[config.mk]
export PLATFORM = sky130hd
export DESIGN_NAME = dscu_top
export DESIGN_NICKNAME = d
export VERILOG_FILES = /design/src/dscu_top.v
export VERILOG_INCLUDE_DIRS = /design/src /design/src/src
export SDC_FILE = /design/constraint.sdc
export NUM_CORES = 1
export LEC_CHECK = 0
export BUFFER_PORTS_ARGS = -buffer_cell sky130_fd_sc_hd__buf_4
export CORE_MARGIN = 1.5
export CORE_UTILIZATION = 51
export CTS_CLUSTER_DIAMETER = 150
export DETAILED_ROUTE_END_ITERATION = 10
export HOLD_SLACK_MARGIN = 0.02
export PLACE_DENSITY = 0.79
export SYNTH_ARGS = -nofsm -noshare
export SYNTH_HDL_FRONTEND = slang
export SYNTH_SLANG_ARGS = --single-unit
[constraint.sdc]
create_clock -name clk_i -period 2.3 [get_ports clk_i]
set_input_delay 0.115 -clock clk_i [delete_from_list [all_inputs] [get_ports clk_i]]
set_output_delay 0.115 -clock clk_i [all_outputs]
set_load 0.02 [all_outputs]
[src/dscu_map.vh]
// register offsets, command codes and response words of the debug unit
`ifndef DSCU_MAP_VH
`define DSCU_MAP_VH
// serial frame: one status bit above a 16-bit word
`define DSCU_FRAME_BITS 5'h11
// command words and fields
`define DSCU_CMD_NOP 16'h0000
`define DSCU_CMD_SYNC 16'h0001
`define DSCU_CMD_GO 16'h0C00
`define DSCU_CMD_RCREG 16'h2980
`define DSCU_FILL_HI 8'h1C
`define DSCU_SIZE_MSB 7
`define DSCU_SIZE_LSB 6
`define DSCU_SIZE_BYTE 2'h0
`define DSCU_SIZE_WORD 2'h1
`define DSCU_SIZE_LONG 2'h2
// response frames: status bit then data
`define DSCU_RSP_DONE 17'h0FFFF
`define DSCU_RSP_BUSERR 17'h10001
`define DSCU_RSP_ILLEGAL 17'h1FFFF
`define DSCU_RSP_NOTREADY 17'h10000
// control select codes
`define DSCU_SEL_OTHER_SP 12'h800
`define DSCU_SEL_LOAD_SP 12'h08F
`define DSCU_SEL_STORE_SP 12'h18F
// trace status codes
`define DSCU_TRC_IDLE 4'h0
`define DSCU_TRC_TAKEN 4'h5
`define DSCU_TRC_MARK_BASE 4'h8
// avalon word addresses
`define DSCU_ADR_CTRL 3'h0
`define DSCU_ADR_STATUS 3'h1
`define DSCU_ADR_PTR 3'h2
`define DSCU_ADR_SP_ACT 3'h3
`define DSCU_ADR_SP_INACT 3'h4
// reset values
`define DSCU_CTRL_RST 2'h3
`define DSCU_SP_RST 32'h00000000
`endif

[src/dscu_top.v]
// command decoder of the background debug serial port
`timescale 1ns/1ps
// How it works
// - fill writes operand at pointer, advances on success
// - fill legal only after fill, no-op, write
// - no-op leaves the fill pointer alone
// - fill size decoded anew every command
// - fill answers done, or error word on fault
// - resume while halted restarts the core
// - resume while running is ignored
// - resume returns done on next shift
// - no-op changes nothing, returns done
// - pc sync raises request, core captures pc
// - trace marker by byte count, then address
// - pc sync returns done when finished
// - control read: 32-bit select, 32-bit data
// - 12-bit select, same as move-to-control
// - control data returned high word first
// - data and address register select ranges
// - inactive sp, status, pc codes
// - multiply-accumulate register codes
// - gpio, flash, ram base register codes
// - active and inactive 32-bit stack pointers
`include "dscu_map.vh"
module dscu_top #(
  parameter AW = 3
) (
  input wire clk_i,
  input wire srst_i,
  // serial link
  input wire dsclk_i,
  input wire dsi_i,
  output reg dso_o,
  // neighbour commands
  input wire ext_cmd_busy_i,
  input wire ext_write_done_i,
  input wire [31:0] ext_next_addr_i,
  // core
  input wire halted_i,
  input wire supervisor_bit_i,
  output reg resume_o,
  output reg pc_sync_req_o,
  input wire pc_capture_i,
  input wire [31:0] pc_capture_addr_i,
  output reg [3:0] trace_status_lines_o,
  output reg [3:0] trace_data_lines_o,
  // local bus fill writes
  output reg bus_req_o,
  output reg [31:0] bus_addr_o,
  output reg [31:0] bus_wdata_o,
  output reg [1:0] bus_size_o,
  input wire bus_ack_i,
  input wire bus_err_i,
  // special control-register cycle
  output reg creg_req_o,
  output reg [31:0] creg_sel_o,
  input wire creg_ack_i,
  input wire [31:0] creg_rdata_i,
  // avalon slave
  input wire [AW-1:0] avs_address_i,
  input wire avs_read_i,
  input wire avs_write_i,
  input wire [31:0] avs_writedata_i,
  output reg [31:0] avs_readdata_o,
  output reg avs_waitrequest_o
);

  localparam S_IDLE = 3'h0;
  localparam S_OPND = 3'h1;
  localparam S_FILL = 3'h2;
  localparam S_CREG = 3'h3;
  localparam S_SYNC = 3'h4;
  localparam S_TRACE = 3'h5;
  localparam S_RESLO = 3'h6;

  // ***************************************
  // link pin synchronisers
  // ***************************************
  reg [2:0] ck_sync_reg;
  reg [2:0] di_sync_reg;
  reg ck_filt_reg;
  reg di_filt_reg;
  wire ck_rise;
  // a level counts only when stages two and three agree
  assign ck_rise = (ck_sync_reg[2] == ck_sync_reg[1]) & ck_sync_reg[2] &
                   ~ck_filt_reg;

  always @(posedge clk_i) begin
    if (srst_i) begin
      ck_sync_reg <= 3'h0;
      di_sync_reg <= 3'h0;
      ck_filt_reg <= 1'b0;
      di_filt_reg <= 1'b0;
    end else begin
      ck_sync_reg <= {ck_sync_reg[1:0], dsclk_i};
      di_sync_reg <= {di_sync_reg[1:0], dsi_i};
      if (ck_sync_reg[2] == ck_sync_reg[1])
        ck_filt_reg <= ck_sync_reg[2];
      if (di_sync_reg[2] == di_sync_reg[1])
        di_filt_reg <= di_sync_reg[2];
    end
  end

  // ***************************************
  // frame shifter
  // ***************************************
  reg [16:0] rx_reg;
  reg [16:0] tx_reg;
  reg [4:0] bit_cnt_reg;
  reg frame_done_reg;
  reg [16:0] resp_reg;
  wire [16:0] rx_next;
  assign rx_next = {rx_reg[15:0], di_filt_reg};

  // the answer is latched while the link is between frames so that
  // its top bit already stands before the first shift edge
  always @(posedge clk_i) begin
    if (srst_i) begin
      rx_reg <= 17'h00000;
      tx_reg <= `DSCU_RSP_NOTREADY;
      bit_cnt_reg <= 5'h00;
      frame_done_reg <= 1'b0;
      dso_o <= 1'b1;
    end else begin
      frame_done_reg <= 1'b0;
      if (ck_rise) begin
        rx_reg <= rx_next;
        tx_reg <= {tx_reg[15:0], 1'b0};
        if (bit_cnt_reg == `DSCU_FRAME_BITS - 5'h01) begin
          bit_cnt_reg <= 5'h00;
          frame_done_reg <= 1'b1;
        end else begin
          bit_cnt_reg <= bit_cnt_reg + 5'h01;
        end
      end else if (bit_cnt_reg == 5'h00) begin
        tx_reg <= resp_reg;
      end
      dso_o <= tx_reg[16];
    end
  end

  // ***************************************
  // command decoder
  // ***************************************
  reg [2:0] state_reg;
  reg [15:0] cmd_reg;
  reg [1:0] opnd_left_reg;
  reg [31:0] opnd_reg;
  reg fill_ok_reg;
  reg [31:0] ptr_reg;
  reg [15:0] res_lo_reg;
  reg [31:0] pc_cap_reg;
  reg [3:0] nib_left_reg;
  reg [1:0] btb_reg;
  reg [31:0] sp_act_reg;
  reg [31:0] sp_inact_reg;
  wire [15:0] word;
  wire is_fill;
  wire [1:0] wsize;
  wire [1:0] btb_eff;
  wire [11:0] sel_fld;
  assign word = rx_reg[15:0];
  assign wsize = word[`DSCU_SIZE_MSB:`DSCU_SIZE_LSB];
  // the size field is looked at afresh for each fill
  assign is_fill = (word[15:8] == `DSCU_FILL_HI) & (word[5:0] == 6'h00) &
                   (wsize != 2'h3);
  assign btb_eff = (btb_reg == 2'h0) ? 2'h3 : btb_reg;
  assign sel_fld = opnd_reg[11:0];

  always @(posedge clk_i) begin
    if (srst_i) begin
      state_reg <= S_IDLE;
      cmd_reg <= 16'h0000;
      opnd_left_reg <= 2'h0;
      opnd_reg <= 32'h00000000;
      fill_ok_reg <= 1'b0;
      ptr_reg <= 32'h00000000;
      res_lo_reg <= 16'h0000;
      pc_cap_reg <= 32'h00000000;
      nib_left_reg <= 4'h0;
      resp_reg <= `DSCU_RSP_NOTREADY;
      resume_o <= 1'b0;
      pc_sync_req_o <= 1'b0;
      trace_status_lines_o <= `DSCU_TRC_IDLE;
      trace_data_lines_o <= 4'h0;
      bus_req_o <= 1'b0;
      bus_addr_o <= 32'h00000000;
      bus_wdata_o <= 32'h00000000;
      bus_size_o <= 2'h0;
      creg_req_o <= 1'b0;
      creg_sel_o <= 32'h00000000;
    end else begin
      resume_o <= 1'b0;
      case (state_reg)
        S_IDLE: begin
          if (frame_done_reg && !ext_cmd_busy_i) begin
            cmd_reg <= word;
            opnd_reg <= 32'h00000000;
            if (word == `DSCU_CMD_NOP) begin
              // pointer and legality kept for padding
              resp_reg <= `DSCU_RSP_DONE;
            end else if (word == `DSCU_CMD_GO) begin
              fill_ok_reg <= 1'b0;
              // only a halted core is restarted
              resume_o <= halted_i;
              resp_reg <= `DSCU_RSP_DONE;
            end else if (word == `DSCU_CMD_SYNC) begin
              fill_ok_reg <= 1'b0;
              pc_sync_req_o <= 1'b1;
              resp_reg <= `DSCU_RSP_NOTREADY;
              state_reg <= S_SYNC;
            end else if (word == `DSCU_CMD_RCREG) begin
              fill_ok_reg <= 1'b0;
              opnd_left_reg <= 2'h2;
              resp_reg <= `DSCU_RSP_NOTREADY;
              state_reg <= S_OPND;
            end else if (is_fill) begin
              if (fill_ok_reg) begin
                // long operands take two words, others one
                opnd_left_reg <= (wsize == `DSCU_SIZE_LONG) ? 2'h2 : 2'h1;
                resp_reg <= `DSCU_RSP_NOTREADY;
                state_reg <= S_OPND;
              end else begin
                resp_reg <= `DSCU_RSP_ILLEGAL;
              end
            end else begin
              // commands of the neighbour units end a fill run
              fill_ok_reg <= 1'b0;
            end
          end
        end
        S_OPND: begin
          if (frame_done_reg) begin
            opnd_reg <= {opnd_reg[15:0], word};
            opnd_left_reg <= opnd_left_reg - 2'h1;
            if (opnd_left_reg == 2'h1) begin
              if (cmd_reg == `DSCU_CMD_RCREG) begin
                creg_sel_o <= {opnd_reg[15:0], word};
                state_reg <= S_CREG;
              end else begin
                bus_req_o <= 1'b1;
                bus_addr_o <= ptr_reg;
                bus_size_o <= cmd_reg[`DSCU_SIZE_MSB:`DSCU_SIZE_LSB];
                // byte data sits in the low byte of its word
                if (cmd_reg[`DSCU_SIZE_MSB:`DSCU_SIZE_LSB] ==
                    `DSCU_SIZE_BYTE)
                  bus_wdata_o <= {24'h000000, word[7:0]};
                else if (cmd_reg[`DSCU_SIZE_MSB:`DSCU_SIZE_LSB] ==
                         `DSCU_SIZE_WORD)
                  bus_wdata_o <= {16'h0000, word};
                else
                  bus_wdata_o <= {opnd_reg[15:0], word};
                state_reg <= S_FILL;
              end
            end
          end
        end
        S_FILL: begin
          if (bus_ack_i || bus_err_i) begin
            bus_req_o <= 1'b0;
            state_reg <= S_IDLE;
            if (bus_err_i) begin
              resp_reg <= `DSCU_RSP_BUSERR;
            end else begin
              resp_reg <= `DSCU_RSP_DONE;
              // advance by the size of this very fill
              if (bus_size_o == `DSCU_SIZE_BYTE)
                ptr_reg <= ptr_reg + 32'h00000001;
              else if (bus_size_o == `DSCU_SIZE_WORD)
                ptr_reg <= ptr_reg + 32'h00000002;
              else
                ptr_reg <= ptr_reg + 32'h00000004;
            end
          end
        end
        S_CREG: begin
          // stack pointer codes are served locally, the rest by a
          // special cycle decoded as move-to-control does
          if (sel_fld == `DSCU_SEL_OTHER_SP) begin
            resp_reg <= {1'b0, sp_inact_reg[31:16]};
            res_lo_reg <= sp_inact_reg[15:0];
            state_reg <= S_RESLO;
          end else if (sel_fld == `DSCU_SEL_LOAD_SP ||
                       sel_fld == `DSCU_SEL_STORE_SP) begin
            resp_reg <= {1'b0, sp_act_reg[31:16]};
            res_lo_reg <= sp_act_reg[15:0];
            state_reg <= S_RESLO;
          end else if (creg_req_o && creg_ack_i) begin
            // registers of the core, mac and base groups
            creg_req_o <= 1'b0;
            resp_reg <= {1'b0, creg_rdata_i[31:16]};
            res_lo_reg <= creg_rdata_i[15:0];
            state_reg <= S_RESLO;
          end else begin
            creg_req_o <= 1'b1;
          end
        end
        S_RESLO: begin
          // whatever the host shifts in meanwhile is not a command
          if (frame_done_reg) begin
            resp_reg <= {1'b0, res_lo_reg};
            state_reg <= S_IDLE;
          end
        end
        S_SYNC: begin
          if (pc_capture_i) begin
            pc_sync_req_o <= 1'b0;
            pc_cap_reg <= pc_capture_addr_i;
            trace_status_lines_o <= `DSCU_TRC_TAKEN;
            nib_left_reg <= {1'b0, btb_eff, 1'b0} + 4'h2;
            state_reg <= S_TRACE;
          end
        end
        S_TRACE: begin
          if (trace_status_lines_o == `DSCU_TRC_TAKEN) begin
            // marker 0x9..0xB chosen by the byte count
            trace_status_lines_o <= `DSCU_TRC_MARK_BASE + {2'h0, btb_eff};
          end else if (nib_left_reg != 4'h0) begin
            trace_status_lines_o <= `DSCU_TRC_IDLE;
            trace_data_lines_o <= pc_cap_reg[3:0];
            pc_cap_reg <= {4'h0, pc_cap_reg[31:4]};
            nib_left_reg <= nib_left_reg - 4'h1;
          end else begin
            trace_data_lines_o <= 4'h0;
            resp_reg <= `DSCU_RSP_DONE;
            state_reg <= S_IDLE;
          end
        end
        default: begin
          state_reg <= S_IDLE;
        end
      endcase
      // a successful fill keeps the run legal
      if (state_reg == S_FILL && bus_ack_i && !bus_err_i)
        fill_ok_reg <= 1'b1;
      // neighbour write seeds the pointer; last, so set beats clear
      if (ext_write_done_i) begin
        fill_ok_reg <= 1'b1;
        ptr_reg <= ext_next_addr_i;
      end
    end
  end

  // ***************************************
  // avalon slave
  // ***************************************
  reg [31:0] rd_mux;
  always @* begin
    case (avs_address_i)
      `DSCU_ADR_CTRL: rd_mux = {30'h00000000, btb_reg};
      `DSCU_ADR_STATUS: rd_mux = {24'h000000, halted_i, supervisor_bit_i,
                                  fill_ok_reg, 2'h0, state_reg};
      `DSCU_ADR_PTR: rd_mux = ptr_reg;
      `DSCU_ADR_SP_ACT: rd_mux = sp_act_reg;
      `DSCU_ADR_SP_INACT: rd_mux = sp_inact_reg;
      default: rd_mux = 32'h00000000;
    endcase
  end

  // one wait cycle: the answer is taken at the second edge of a request
  always @(posedge clk_i) begin
    if (srst_i) begin
      avs_waitrequest_o <= 1'b1;
      avs_readdata_o <= 32'h00000000;
      btb_reg <= `DSCU_CTRL_RST;
      sp_act_reg <= `DSCU_SP_RST;
      sp_inact_reg <= `DSCU_SP_RST;
    end else begin
      if ((avs_read_i || avs_write_i) && avs_waitrequest_o) begin
        avs_waitrequest_o <= 1'b0;
        avs_readdata_o <= avs_read_i ? rd_mux : 32'h00000000;
      end else begin
        avs_waitrequest_o <= 1'b1;
      end
      // the supervisor bit only shows in status and picks no pointer,
      // the registers themselves never swap
      if (avs_write_i && !avs_waitrequest_o) begin
        if (avs_address_i == `DSCU_ADR_CTRL)
          btb_reg <= avs_writedata_i[1:0];
        if (avs_address_i == `DSCU_ADR_SP_ACT)
          sp_act_reg <= avs_writedata_i;
        if (avs_address_i == `DSCU_ADR_SP_INACT)
          sp_inact_reg <= avs_writedata_i;
      end
    end
  end

endmodule

-- Word-level counts from Yosys, hierarchy flattened
Cells that the tools add are included.
- $add $sub $neg: 8
- equal/unequal tests: 51
- multiplexer cells: 101
- bitwise gates (word level): 13
- reduce and logical (&&, ||, !) cells: 54
- operator list (operator ; count):
    2-to-1 mux 32 bit ; 12
    2-to-1 mux 17 bit ; 16
    one-hot mux 32 bit (5 select lines) ; 1
    2-to-1 mux 16 bit ; 6
    one-hot mux 17 bit (5 select lines) ; 1
    one-hot mux 32 bit (2 select lines) ; 1
    2-to-1 mux 3 bit ; 17
    adder 32 x 1 -> 32 bit (second input constant) ; 1
    adder 32 x 2 -> 32 bit (second input constant) ; 1
    adder 32 x 3 -> 32 bit (second input constant) ; 1
    == test 16 x 14 -> 1 bit (second input constant) ; 2
    inequality test 2 bit (second input constant) ; 16
    one-hot mux 16 bit (2 select lines) ; 1
    2-to-1 mux 4 bit ; 7
    2-to-1 mux 1 bit ; 22
    one-hot mux 3 bit (7 select lines) ; 1
    2-to-1 mux 2 bit ; 10
    == test 16 x 1 -> 1 bit (second input constant) ; 1
    == test 16 x 12 -> 1 bit (second input constant) ; 1
    logical NOT 16 bit ; 1
    one-hot mux 4 bit (2 select lines) ; 2
    AND reduction 4 bit ; 4
    AND reduction 8 bit ; 2
    nonzero test 2 bit ; 7
    44 further kinds ; 93
- register bits: 396
- input bits: 145

-- Longest topological paths before layout
Gate-level depths: netlist of the first run.
- depth in word-level cells: 12
- gate-level depth with buffers: 10
- depth with buffers taken out: 8

-- Least setup slack after synthesis of the first run
OpenSTA, ideal clock, no wires.
- path type: register to register
- start point: reg rx_reg[13]
- end point: reg state_reg[2]
- library setup time: 70 ps
- data arrival time: 2157 ps
- required time: 2230 ps
- path slack: 73 ps
- stages on the path, launching flop included: 9
- buffers on the path: 2
- clock period less this slack: 2227 ps
- path through: dfxtp_1 -> buf_6 -> or3_1 -> buf_2 -> or3_1 -> or4_1 -> or3_1 -> a21oi_1 -> o2bb2ai_1
- cells in the longest elaborated chain, start to end: 7
- elaborated cells on any way between the ends: 18
- classes of those cells: 8 x eq/ne; 6 x mux; 2 x bitwise; 2 x reduce/logical
- RTL lines (what ; line ; source):
    from (decl) ; dscu_top.v:107 ; reg [16:0] rx_reg;
    from (signal assigned) ; dscu_top.v:127 ; rx_reg <= rx_next;
    == test 16 x 14 -> 1 bit (no line) ; n/a ;
    2-to-1 mux 3 bit ; dscu_top.v:212 ; end else if (word == `DSCU_CMD_RCREG) begin
    2-to-1 mux 3 bit ; dscu_top.v:207 ; end else if (word == `DSCU_CMD_SYNC) begin
    2-to-1 mux 3 bit ; dscu_top.v:202 ; end else if (word == `DSCU_CMD_GO) begin
    2-to-1 mux 3 bit ; dscu_top.v:199 ; if (word == `DSCU_CMD_NOP) begin
    2-to-1 mux 3 bit ; dscu_top.v:196 ; if (frame_done_reg && !ext_cmd_busy_i) begin
    one-hot mux 3 bit (7 select lines) ; dscu_top.v:194 ; case (state_reg)
    to (signal assigned) ; dscu_top.v:211 ; state_reg <= S_SYNC;
    to (signal assigned) ; dscu_top.v:216 ; state_reg <= S_OPND;
    to (signal assigned) ; dscu_top.v:222 ; state_reg <= S_OPND;
    to (decl) ; dscu_top.v:145 ; reg [2:0] state_reg;
Several ways; a longest one is shown, not always the timed one. The select of a mux whose other input is x is not followed.
A chain may end at the register's enable or synchronous reset.

-- Final worst setup path of the first run
- start point: reg rx_reg[2]
- end point: reg state_reg[1]
Same word-level chain as after synthesis.

==> results of run 1 <==
area by class of cell:
type                    instances  share of cell area
flip-flops and latches        396               0.345
multi-input cells            1560               0.381
clock inverters                13             0.00528
well taps                     448              0.0244
diodes                          4            0.000435
clock buffers                  64              0.0568
inverters                      16             0.00261
repair buffers                510               0.185
final timing paths:
path	startpoint	end	slack, ns	cells past startpoint
worst max-delay path	rx_reg[2]$_SDFFE_PP0P_	state_reg[1]$_SDFFE_PP0P_	0.06	7
worst max register to register	rx_reg[2]$_SDFFE_PP0P_	state_reg[1]$_SDFFE_PP0P_	0.06	7
worst min-delay path	creg_ack_i	creg_req_o$_SDFFE_PP0P_	0.06	4
worst min register to register	bus_wdata_o[23]$_SDFFE_PP0P_	bus_wdata_o[23]$_SDFFE_PP0P_	0.45	2
timing repair:
action,in CTS,in global routing
endpoints found under the setup margin,1,61
cloned,0,2
gates resized for setup,2,24
hold endpoints to repair,164,0
pin swaps,1,3
setup buffers,2,0
hold buffers,109,0
metal layers:
| layer | global-route usage | up-vias |
|---|---|---|
| li1 | - | 8193 |
| met1 | 0.399 | 8265 |
| met2 | 0.519 | 900 |
| met3 | 0.0662 | 184 |
| met4 | 0.155 | 4 |
| met5 | 0 | - |
worst register-to-register path, cell delays in order (launching register included):
cell and delay, ns:
sky130_fd_sc_hd__dfxtp_1 0.31, sky130_fd_sc_hd__or4_4 0.59, sky130_fd_sc_hd__nor3_4 0.23, sky130_fd_sc_hd__buf_4 0.17
sky130_fd_sc_hd__o21a_1 0.18, sky130_fd_sc_hd__nor2b_1 0.09, sky130_fd_sc_hd__or4_1 0.51, sky130_fd_sc_hd__o31ai_1 0.08
layout by cell type, fill, tap and decap left out, types with 5 or more instances in the layout:
cell and instances:
sky130_fd_sc_hd__a21oi_1 275, sky130_fd_sc_hd__or3_1 6, sky130_fd_sc_hd__mux2i_1 120, sky130_fd_sc_hd__clkbuf_1 8
sky130_fd_sc_hd__nand3_1 57, sky130_fd_sc_hd__nand2b_1 6, sky130_fd_sc_hd__nor4_1 5, sky130_fd_sc_hd__nor3_1 27
sky130_fd_sc_hd__nor2b_1 20, sky130_fd_sc_hd__nand2_1 465, sky130_fd_sc_hd__clkbuf_8 11, sky130_fd_sc_hd__and2_1 10
sky130_fd_sc_hd__o21ai_0 60, sky130_fd_sc_hd__buf_4 387, sky130_fd_sc_hd__clkinv_2 9, sky130_fd_sc_hd__dfxtp_1 394
sky130_fd_sc_hd__or2_2 5, sky130_fd_sc_hd__nor3_2 5, sky130_fd_sc_hd__and4_1 6, sky130_fd_sc_hd__clkbuf_16 45
sky130_fd_sc_hd__a22oi_1 40, sky130_fd_sc_hd__nand4_1 10, sky130_fd_sc_hd__o221ai_1 15, sky130_fd_sc_hd__dlygate4sd3_1 109
sky130_fd_sc_hd__nor2_1 217, sky130_fd_sc_hd__xnor2_1 21, sky130_fd_sc_hd__a211oi_1 37, sky130_fd_sc_hd__xor2_1 11
sky130_fd_sc_hd__inv_1 15, sky130_fd_sc_hd__ha_1 10, sky130_fd_sc_hd__buf_12 11, sky130_fd_sc_hd__a311oi_1 45
Yosys cell counts, types with 3 or more instances:
library cell                 n  area, um^2
sky130_fd_sc_hd__o311ai_0    4        35.0
sky130_fd_sc_hd__buf_2      24         120
sky130_fd_sc_hd__o31ai_1     3        22.5
sky130_fd_sc_hd__buf_1       6        22.5
sky130_fd_sc_hd__mux2i_1   120        1200
sky130_fd_sc_hd__nor4_1      6        37.5
sky130_fd_sc_hd__inv_1      15        56.3
sky130_fd_sc_hd__ha_1       10         125
sky130_fd_sc_hd__or4_1       5        37.5
sky130_fd_sc_hd__nor3b_1     5        37.5
sky130_fd_sc_hd__nand2_1   465        1750
sky130_fd_sc_hd__nand3b_1    4        30.0
sky130_fd_sc_hd__o221ai_1   15         131
sky130_fd_sc_hd__a211oi_1   37         278
sky130_fd_sc_hd__nor3_1     31         155
sky130_fd_sc_hd__and4_1      6        52.6
sky130_fd_sc_hd__nor2_1    219         822
sky130_fd_sc_hd__mux2_2      3        33.8
sky130_fd_sc_hd__nand2b_1    7        43.8
sky130_fd_sc_hd__nand4_1    10        62.6
sky130_fd_sc_hd__xnor2_1    21         184
sky130_fd_sc_hd__or3_1       7        43.8
sky130_fd_sc_hd__or2_2       5        31.3
sky130_fd_sc_hd__a21oi_1   277        1390
sky130_fd_sc_hd__xor2_1     11        96.3
sky130_fd_sc_hd__nand3_1    58         290
sky130_fd_sc_hd__a311oi_1   46         403
sky130_fd_sc_hd__and3_1      3        18.8
sky130_fd_sc_hd__nor2b_1    22         138
sky130_fd_sc_hd__dfxtp_1   396        7930
sky130_fd_sc_hd__and2_1     10        62.6
sky130_fd_sc_hd__nor4bb_1    3        30.0
sky130_fd_sc_hd__nor4b_1     4        35.0
sky130_fd_sc_hd__clkbuf_1  147         552
sky130_fd_sc_hd__o21ai_0    60         300
sky130_fd_sc_hd__a22oi_1    40         300
sky130_fd_sc_hd__o211ai_1    4        30.0
metrics by stage:
stage | utilization | hold slack [ns]
3_3_place_gp | 0.607 | 0.345
2_1_floorplan | - | 0.240
4_1_cts | 0.684 | 0.0220
3_5_place_dp | 0.607 | 0.340
6_report | 0.688 | 0.0559
5_1_grt | 0.688 | 0.0529
kinds of logic (layout without fill, tap and decap cells):
family | after synthesis | in the layout | synth area share
xor gates and xnor gates | 32 | 32 | 0.0162
other | 0 | 4 | 0
adders and majority gates | 10 | 10 | 0.00723
and+or+nand+nor | 888 | 890 | 0.226
AOI/OAI and AO/OA | 505 | 505 | 0.176
DFF | 396 | 396 | 0.458
muxes | 123 | 123 | 0.0714
buffers and inverters | 197 | 603 | 0.0454
power by group:
| group | switching (mW) | internal, mW | total, mW |
|---|---|---|---|
| clock | 2.79 | 4.15 | 6.94 |
| combinational | 0.519 | 0.472 | 0.991 |
| sequential | 0.0532 | 6.92 | 6.97 |
==> summary.txt, run 1 <==
Placement
  • Pre-CTS setup slack: 0.0378 ns
  • Cell area after placement: 20300 um^2
  • Buffers added on ports: 288
  • Placed Cells: 2817
  • Final weighted congestion of routability-driven global placement: 0.943
  • HPWL after DPL: 38900 um

Yosys
  • Yosys warning count: 0
  • Seq/Total Area, Yosys: 0.458
  • Post-Synthesis Net Count: roughly 2300
  • Number of distinct standard cells referenced by the synthesized netlist: 74
  • Synthesized netlist cell count: 2151
  • Number of storage elements in the synthesis netlist: between 300 and 400
  • Area of the mapped netlist: 17300 um^2
  • Mapped Avg Cell Area: 8.04 um^2
  • EDFF count, synth: 0
  • Dominant synthesized flop cell: sky130_fd_sc_hd__dfxtp_1
  • Async set-or-reset flop fraction in the synthesized netlist: 0

Clock tree
  • Sinks on Clock Net: between 300 and 400
  • Clock transition at the registers of the reported paths: approximately 0.06 ns
  • Source-to-sink clock delay at the later pin of the worst-skew pair: between 0.5 and 0.6 ns
  • Cell at the root of the clock tree: sky130_fd_sc_hd__clkbuf_16
  • Number of buffers on the longest clock path: 3
  • H-Tree Depth: 2
  • Number of CTS-inserted buffers: 42
  • TritonCTS clock tree: yes

Setup path
  • Highest cell delay on the worst timing path: 0.59 ns
  • Maximum fanout along the worst path: 4
  • Endpoint class of the critical path: register
  • Category of cells accounting for the largest share of critical-path delay: simple AND/OR/NAND/NOR gates
  • CP startpoint kind: register
  • Required time at the worst-slack endpoint: 2.73 ns
  • Start-to-end type of the worst setup path: register to register
  • CP Buf/Inv Count: 1
  • Crit path DAT: 2.67 ns
  • Standard cell with the maximum stage delay on the critical path: sky130_fd_sc_hd__or4_4
  • CP Cell Sequence: or4_4 > nor3_4 > buf_4 > o21a_1 > nor2b_1 > or4_1 > o31ai_1

Floorplanning
  • Horizontal die dimension: approximately 190 um
  • Starting density of the core: 0.517
  • Placement row count: 67
  • Top-level port count: 289
  • Die Footprint: 35000 um^2
  • Floorplan core area: about 33000 um^2
  • Floorplan die height: 187 um

Global route
  • Total gr overflow: 0
  • Initial antenna violation count: 4
  • Total Routing Usage GR: 0.318
  • Global-route wire length before repair: 89900 um
  • Pin count of the biggest net entering global routing: 100
  • Vias in the first global route: 16828

STA
  • Worst relative slew slack: 0.600
  • Highest achievable clock rate: 447 MHz
  • Minimum clock period: around 2.2 ns
  • Number of failing setup endpoints in the final timing report: 0
  • Final Cycle Share: 0.974
  • Setup skew after layout: roughly 0.021 ns
  • Unrepaired setup endpoints after global routing: yes
  • Fin. Hold Viols: 0
  • Setup TNS: 0 ns
  • Slew @ Worst Pin: 0.597 ns
  • Max-slew violations: 0
  • Final worst setup slack: 0.0606 ns

Finish
  • Fillcell total: 2588
  • Fraction of layout instances using a drive strength above 1: 0.204
  • Final layout net count: 2681
  • Footprint of the multi-input gates: about 8800 um^2
  • Post-route cell area: 23000 um^2
  • Area of all sequential standard cells: 7930 um^2
  • Area growth from synthesis to final layout: 33.0%
  • Final non-filler cell total: roughly 3000

Drt
  • Detail-routed via count per cell: 5.83
  • Amount of wire on met3 after detailed routing: roughly 5200 um
  • Total wire length after detailed routing: 58400 um
  • DR WL met2: roughly 27000 um
  • DRT antenna net count: 0
  • Initial detailed-routing violation count: 1781
  • Metal1 wirelength: 23100 um
  • Routed WL per cell: 19.4 um
  • Pre-antenna DRT Iters: 5
  • Number of remaining DRC errors: 0
  • Highest routed metal layer: met5
  • Total vias in the final route: 17546

Worst hold path
  • Worst min-delay path category: input port to register

Power and ir drop
  • Worst-case vdd ir drop: between 0.0005 and 0.0006 V
  • Power Density: 648 nW/um^2
  • Static Leak: 8.97 nW
  • Overall power: 14.9 mW

Status
  • Status: complete, no violations

Run
  • Max Cap Viol: 0
Note: power is estimated with default switching activity, not from simulation.
==> run 2, diff against run 1 <==
--- a/config.mk
+++ b/config.mk
@@ -13,6 +13,7 @@
 export DETAILED_ROUTE_END_ITERATION = 10
 export HOLD_SLACK_MARGIN = 0.02
 export PLACE_DENSITY = 0.79
+export RECOVER_POWER = 50
 export SYNTH_ARGS = -nofsm -noshare
 export SYNTH_HDL_FRONTEND = slang
 export SYNTH_SLANG_ARGS = --single-unit
==> run 2 against run 1 <==
Against the previous run:
- first-iteration DRC count up 3.8%
- sequential share of layout area up 0.88 points
- via count down 0.22%
- fmax down 0.16%
- setup slack worse by 0.0035 ns
- non-clock buffer count unchanged
- die area unchanged
- register-to-register slack about the same
- sequential cell count unchanged
- combinational power down 0.7%
- critical endpoint unchanged
- largest power group unchanged
- highest routed layer unchanged
==> summary.txt, run 2 (synthesis gave the netlist of run 1 again) <==
Status
  • Status: complete, no violations

Clock tree
  • Sinks on Clock Net: 396 (unchanged)
  • Number of CTS-inserted buffers: 42 (unchanged)
  • Number of buffers on the longest clock path: 3 (unchanged)
  • H-Tree Depth: 2 (unchanged)
  • Cell at the root of the clock tree: sky130_fd_sc_hd__clkbuf_16
  • TritonCTS clock tree: yes
  • Clock transition at the registers of the reported paths: 0.06 ns (about the same)
  • Source-to-sink clock delay at the later pin of the worst-skew pair: 0.54 ns (about the same)

STA
  • Final Cycle Share: 0.975 (+0.00154)
  • Minimum clock period: 2.24 ns (+0.00355 ns)
  • Max-slew violations: 0 (unchanged)
  • Unrepaired setup endpoints after global routing: yes
  • Setup skew after layout: 0.0189 ns (-0.00194 ns)
  • Worst relative slew slack: 0.375 (-0.225)
  • Fin. Hold Viols: 0 (unchanged)
  • Number of failing setup endpoints in the final timing report: 0 (unchanged)
  • Slew @ Worst Pin: 0.937 ns (+0.340 ns)
  • Highest achievable clock rate: 446 MHz (-0.16%)

Run
  • Max Cap Viol: 0 (unchanged)

Power and ir drop
  • Worst-case vdd ir drop: 0.000569 V (-0.14%)
  • Power Density: 664 nW/um^2 (+2.6%)
  • Static Leak: 8.34 nW (-7.1%)
  • Overall power: 14.9 mW (about the same)

Setup path
  • CP startpoint kind: register
  • Required time at the worst-slack endpoint: 2.74 ns (about the same)
  • Standard cell with the maximum stage delay on the critical path: sky130_fd_sc_hd__or4_4
  • CP Cell Sequence: or4_4 > nor3_4 > buf_4 > o21a_1 > nor2b_1 > or4_1 > o31ai_1
  • Start-to-end type of the worst setup path: register to register
  • CP Buf/Inv Count: 1 (unchanged)
  • Endpoint class of the critical path: register
  • Highest cell delay on the worst timing path: 0.59 ns (about the same)
  • Crit path DAT: 2.68 ns (about the same)
  • Maximum fanout along the worst path: 4 (unchanged)
  • Category of cells accounting for the largest share of critical-path delay: simple AND/OR/NAND/NOR gates

Global route
  • Global-route wire length before repair: 89900 um (unchanged)
  • Total gr overflow: 0 (unchanged)
  • Pin count of the biggest net entering global routing: 100 (unchanged)
  • Vias in the first global route: 16828 (unchanged)
  • Total Routing Usage GR: 0.318 (unchanged)
  • Initial antenna violation count: 4 (unchanged)

Finish
  • Most frequent standard cell in the layout excluding fill and tap cells: sky130_fd_sc_hd__nand2_1
  • Highest-count cells in the layout ignoring fill and taps: sky130_fd_sc_hd__nand2_1, sky130_fd_sc_hd__dfxtp_1, sky130_fd_sc_hd__a21oi_1
  • Fillcell total: 2768 (+7.0%)
  • Final non-filler cell total: 3010 (-0.033%)
  • Final layout net count: 2681 (unchanged)
  • Fraction of layout instances using a drive strength above 1: 0.146 (-0.0578)
  • Area of all sequential standard cells: 7930 um^2 (unchanged)
  • Footprint of the multi-input gates: 8750 um^2 (about the same)
  • Area growth from synthesis to final layout: 29.7%

Placement
  • Buffers added on ports: 288 (unchanged)
  • Placed Cells: 2817 (unchanged)
  • Final weighted congestion of routability-driven global placement: 0.943 (unchanged)
  • HPWL after DPL: 38900 um (unchanged)

Drt
  • Pre-antenna DRT Iters: 5 (unchanged)
  • Detail-routed via count per cell: 5.82 (-0.18%)
  • Routed WL per cell: 19.4 um (-0.11%)
  • DRT antenna net count: 0 (unchanged)
  • Total wire length after detailed routing: 58300 um (-0.14%)
  • Number of remaining DRC errors: 0 (unchanged)
  • Total vias in the final route: 17508 (-0.22%)
  • Initial detailed-routing violation count: 1849 (+3.8%)

Floorplanning
  • Floorplan die height: 187 um (unchanged)
  • Die Footprint: 35000 um^2 (unchanged)
  • Starting density of the core: 0.517 (unchanged)
  • Top-level port count: 289 (unchanged)
  • Placement row count: 67 (unchanged)
  • Horizontal die dimension: 187 um (unchanged)
  • Floorplan core area: 33400 um^2 (unchanged)

Worst hold path
  • Worst min-delay path category: input port to register
-- run 2: cell types whose count changed in the layout (fill, tap and decap cells not counted), sizes merged --
cell / delta
diode: -1
buf: -151
clkbuf: +151
-- run 2: cell type report --
type / instances / area share
Inverter: 16 / 0.00268
Tap cell: 448 / 0.0250
Antenna cell: 3 / 0.000335
Clock buffer: 64 / 0.0583
Clock inverter: 13 / 0.00541
Timing Repair Buffer: 510 / 0.165
Sequential cell: 396 / 0.353
Multi-Input combinational cell: 1560 / 0.390
-- run 2: routing by layer --
metal / wire length (um) / GRT usage / up-vias
met5: 23 / 0 / -
met4: 2860 / 0.155 / 4
met3: 5140 / 0.0662 / 171
met2: 27100 / 0.519 / 862
met1: 23200 / 0.399 / 8266
li1: - / - / 8205
-- run 2: worst register-to-register path, delay by kind of cell, from the launching register on --
kind,cells,cell delay [ns]
AO/OA/AOI/OAI,2,0.26
AND/OR/NAND/NOR,4,1.42
flip-flops,1,0.31
buffers and inverters,1,0.17
-- run 2: stage by stage --
stage	cell area (um^2)	setup TNS, ns	utilization	setup WS (ns)	hold WS [ns]
after detailed placement	20300	0	0.607	0.0378	0.340
after global placement	20300	0	0.607	0.0943	0.345
final	22400	0	0.671	0.0570	0.0461
after CTS	22900	0	0.684	0.0240	0.0220
after global routing	22400	-0.505	0.671	-0.0645	0.0529
after floorplan	17300	0	-	0.0730	0.240
-- run 2: final timing paths --
| kind | start | cells past startpoint | to | slack, ns |
|---|---|---|---|---|
| worst min-delay path | creg_ack_i | 4 | creg_req_o$_SDFFE_PP0P_ | 0.05 |
| worst max register to register | rx_reg[2]$_SDFFE_PP0P_ | 7 | state_reg[1]$_SDFFE_PP0P_ | 0.06 |
| worst max-delay path | rx_reg[2]$_SDFFE_PP0P_ | 7 | state_reg[1]$_SDFFE_PP0P_ | 0.06 |
| worst min register to register | bus_wdata_o[27]$_SDFFE_PP0P_ | 2 | bus_wdata_o[27]$_SDFFE_PP0P_ | 0.45 |
-- run 2: timing repair --
action,in CTS,in global routing
gates resized for setup,2,24
endpoints found under the setup margin,1,61
gates cloned,0,2
pin swaps,1,3
setup buffers,2,0
endpoints found under the hold margin,164,0
hold buffers,109,0
-- run 2: report_power, final --
| group | leakage, nW | internal [mW] | switching, mW | total (mW) |
|---|---|---|---|---|
| Clock | 0.711 | 4.15 | 2.80 | 6.95 |
| Combinational | 4.43 | 0.465 | 0.519 | 0.984 |
| Sequential | 3.20 | 6.92 | 0.0527 | 6.97 |
==> run 3, diff against run 2 <==
--- a/config.mk
+++ b/config.mk
@@ -11,8 +11,8 @@
 export CORE_UTILIZATION = 51
 export CTS_CLUSTER_DIAMETER = 150
 export DETAILED_ROUTE_END_ITERATION = 10
-export HOLD_SLACK_MARGIN = 0.02
-export PLACE_DENSITY = 0.79
+export HOLD_SLACK_MARGIN = 0.06
+export PLACE_DENSITY = 0.76
 export RECOVER_POWER = 50
 export SYNTH_ARGS = -nofsm -noshare
 export SYNTH_HDL_FRONTEND = slang
==> run 3 against run 2 <==
Against the previous run:
- the flow now finishes with violations (capacitance limit, slew limit, setup timing)
- sequential share of layout area is 0.13 points lower
- sequential cell count unchanged
- routed wire length fell by 1.2%
- count of clock-buffer cells in the layout decreased by 3
- core utilization up 0.24 points
- final area rose by 0.36%
- critical path type unchanged
- largest cell class unchanged
==> summary.txt, run 3 (synthesis gave the netlist of run 1 again) <==
Finish
  • Final layout net count: 2691 (+0.37%)
  • Most frequent standard cell in the layout excluding fill and tap cells: sky130_fd_sc_hd__nand2_1
  • Final non-filler cell total: 3018 (+0.27%)
  • Post-layout utilization of the core: 0.673 (+0.00243)
  • Highest-count cells in the layout ignoring fill and taps: sky130_fd_sc_hd__nand2_1, sky130_fd_sc_hd__dfxtp_1, sky130_fd_sc_hd__a21oi_1
  • Area growth from synthesis to final layout: 30.2%
  • Fraction of layout instances using a drive strength above 1: 0.150 (+0.00461)

Power and ir drop
  • Static Leak: 8.37 nW (+0.38%)
  • Overall power: 14.8 mW (-0.38%)
  • Worst-case vdd ir drop: 0.000439 V (-23%)
  • Power Density: 659 nW/um^2 (-0.74%)

Setup path
  • Stages on the worst setup path: 8 (+1)
  • CP Cell Sequence: nor4b_2 > buf_4 > nand4_1 > buf_12 > o221ai_1 > nor2_1 > a21oi_1 > a311oi_2
  • Category of cells accounting for the largest share of critical-path delay: simple AND/OR/NAND/NOR gates
  • Crit path DAT: 2.70 ns (+0.02 ns)
  • Maximum fanout along the worst path: 49 (+45)
  • Highest cell delay on the worst timing path: 0.41 ns (-0.18 ns)
  • Start-to-end type of the worst setup path: register to register
  • Number of cells traversed by the worst register-to-register path: 8 (+1)
  • CP startpoint kind: register
  • Worst R2R Setup Slack: -0.02 ns (-0.08 ns)
  • CP Buf/Inv Count: 2 (+1)
  • Standard cell with the maximum stage delay on the critical path: sky130_fd_sc_hd__nor4b_2
  • Endpoint class of the critical path: register
  • Required time at the worst-slack endpoint: 2.68 ns (-0.06 ns)

Run
  • Max Cap Viol: 1 (+1)

STA
  • Final worst setup slack: -0.0194 ns (-0.0764 ns)
  • Minimum clock period: 2.32 ns (+0.0764 ns)
  • Final Cycle Share: 1.01 (+0.0332)
  • Setup TNS: -0.0194 ns (-0.0194 ns)
  • Highest achievable clock rate: 431 MHz (-3.3%)
  • Number of failing setup endpoints in the final timing report: 1 (+1)
  • Setup skew after layout: 0.0255 ns (+0.00659 ns)
  • Max-slew violations: 34 (+34)
  • Unrepaired setup endpoints after global routing: yes
  • Worst relative slew slack: -0.0561 (-0.431)
  • Fin. Hold Viols: 0 (unchanged)
  • Slew @ Worst Pin: 1.58 ns (+0.647 ns)

Clock tree
  • H-Tree Depth: 2 (unchanged)
  • Clock transition at the registers of the reported paths: 0.06 ns (about the same)
  • Number of CTS-inserted buffers: 41 (-2.4%)
  • Sinks on Clock Net: 396 (unchanged)
  • Source-to-sink clock delay at the later pin of the worst-skew pair: 0.54 ns (about the same)
  • Number of buffers on the longest clock path: 3 (unchanged)
  • TritonCTS clock tree: yes
  • Cell at the root of the clock tree: sky130_fd_sc_hd__clkbuf_16

Global route
  • Total Routing Usage GR: 0.311 (-0.00648)
  • Initial antenna violation count: 4 (unchanged)
  • Total gr overflow: 0 (unchanged)
  • Vias in the first global route: 16522 (-1.8%)
  • Pin count of the biggest net entering global routing: 101 (+1.0%)
  • Global-route wire length before repair: 88500 um (-1.6%)

Placement
  • HPWL after DPL: 38500 um (-0.97%)
  • Placed Cells: 2821 (+0.14%)
  • Buffers added on ports: 288 (unchanged)
  • Final weighted congestion of routability-driven global placement: 0.912 (-3.3%)

Worst hold path
  • Depth of the worst hold-timing path: 2 (-2)
  • Worst min-delay path category: input port to register

Floorplanning
  • Starting density of the core: 0.517 (unchanged)
  • Floorplan die height: 187 um (unchanged)
  • Placement row count: 67 (unchanged)
  • Die Footprint: 35000 um^2 (unchanged)
  • Horizontal die dimension: 187 um (unchanged)
  • Top-level port count: 289 (unchanged)
  • Floorplan core area: 33400 um^2 (unchanged)

Drt
  • Detail-routed via count per cell: 5.79 (-0.53%)
  • Routed WL per cell: 19.1 um (-1.5%)
  • Pre-antenna DRT Iters: 5 (unchanged)
  • Initial detailed-routing violation count: 1447 (-22%)
  • Total vias in the final route: 17462 (-0.26%)
  • Total wire length after detailed routing: 57600 um (-1.2%)
  • Number of remaining DRC errors: 0 (unchanged)
  • DRT antenna net count: 0 (unchanged)

Status
  • Failing checks: capacitance limit, slew limit, setup timing
  • Status: complete, but fails checks
run 3: worst paths after layout:
path | startpoint | to
setup / recovery | opnd_reg[7]$_SDFFE_PP0P_ | resp_reg[6]$_SDFFE_PP0P_
hold / removal | srst_i | ck_filt_reg$_SDFFE_PP0N_
setup reg to reg | opnd_reg[7]$_SDFFE_PP0P_ | resp_reg[6]$_SDFFE_PP0P_
hold reg to reg | di_sync_reg[0]$_SDFF_PP0_ | di_sync_reg[1]$_SDFF_PP0_
run 3: repair_timing:
action	in CTS	in global routing
endpoints found under the hold margin	136	0
hold buffers	109	0
endpoints found under the setup margin	18	71
pin swaps	0	2
cloned	0	2
gates resized for setup	3	33
buffers inserted	0	9
run 3: power breakdown:
part           leakage, nW  switching [mW]  total [mW]  internal [mW]
combinational         4.48           0.519       0.981          0.462
clock                0.690            2.73        6.90           4.16
sequential            3.20          0.0546        6.97           6.92
run 3: area by class of cell:
class	instances	area [um^2]
sequential	396	7930
tap	448	561
fill	2733	10900
multi-input combinational	1559	8770
timing repair buffer	522	3780
clock inverter	13	174
inverter	16	60.1
clock buffer	61	1230
antenna	3	7.51
run 3: worst register-to-register path, delay by kind of cell (launching register included):
kind / cells / cell delay, ns
and+or+nand+nor: 3 / 0.67
buffers and inverters: 2 / 0.42
DFF: 1 / 0.37
AOI/OAI and AO/OA: 3 / 0.70
run 3: per-stage QoR:
stage	hold WS, ns	instance area (um^2)	setup slack [ns]
CTS	0.0644	22800	0.0160
global route	0.0818	22500	-0.0516
floorplan	0.240	17300	0.0730
detailed placement	0.331	20300	-0.0577
finish	0.0552	22500	-0.0194
global placement	0.338	20300	0.0211
run 3: per-layer routing:
metal  share of wire  routed length, um  GRT usage
met5               0                  0          0
met4           0.042               2410      0.133
met3           0.082               4710     0.0540
met2            0.47              27200      0.519
met1            0.40              23200      0.396
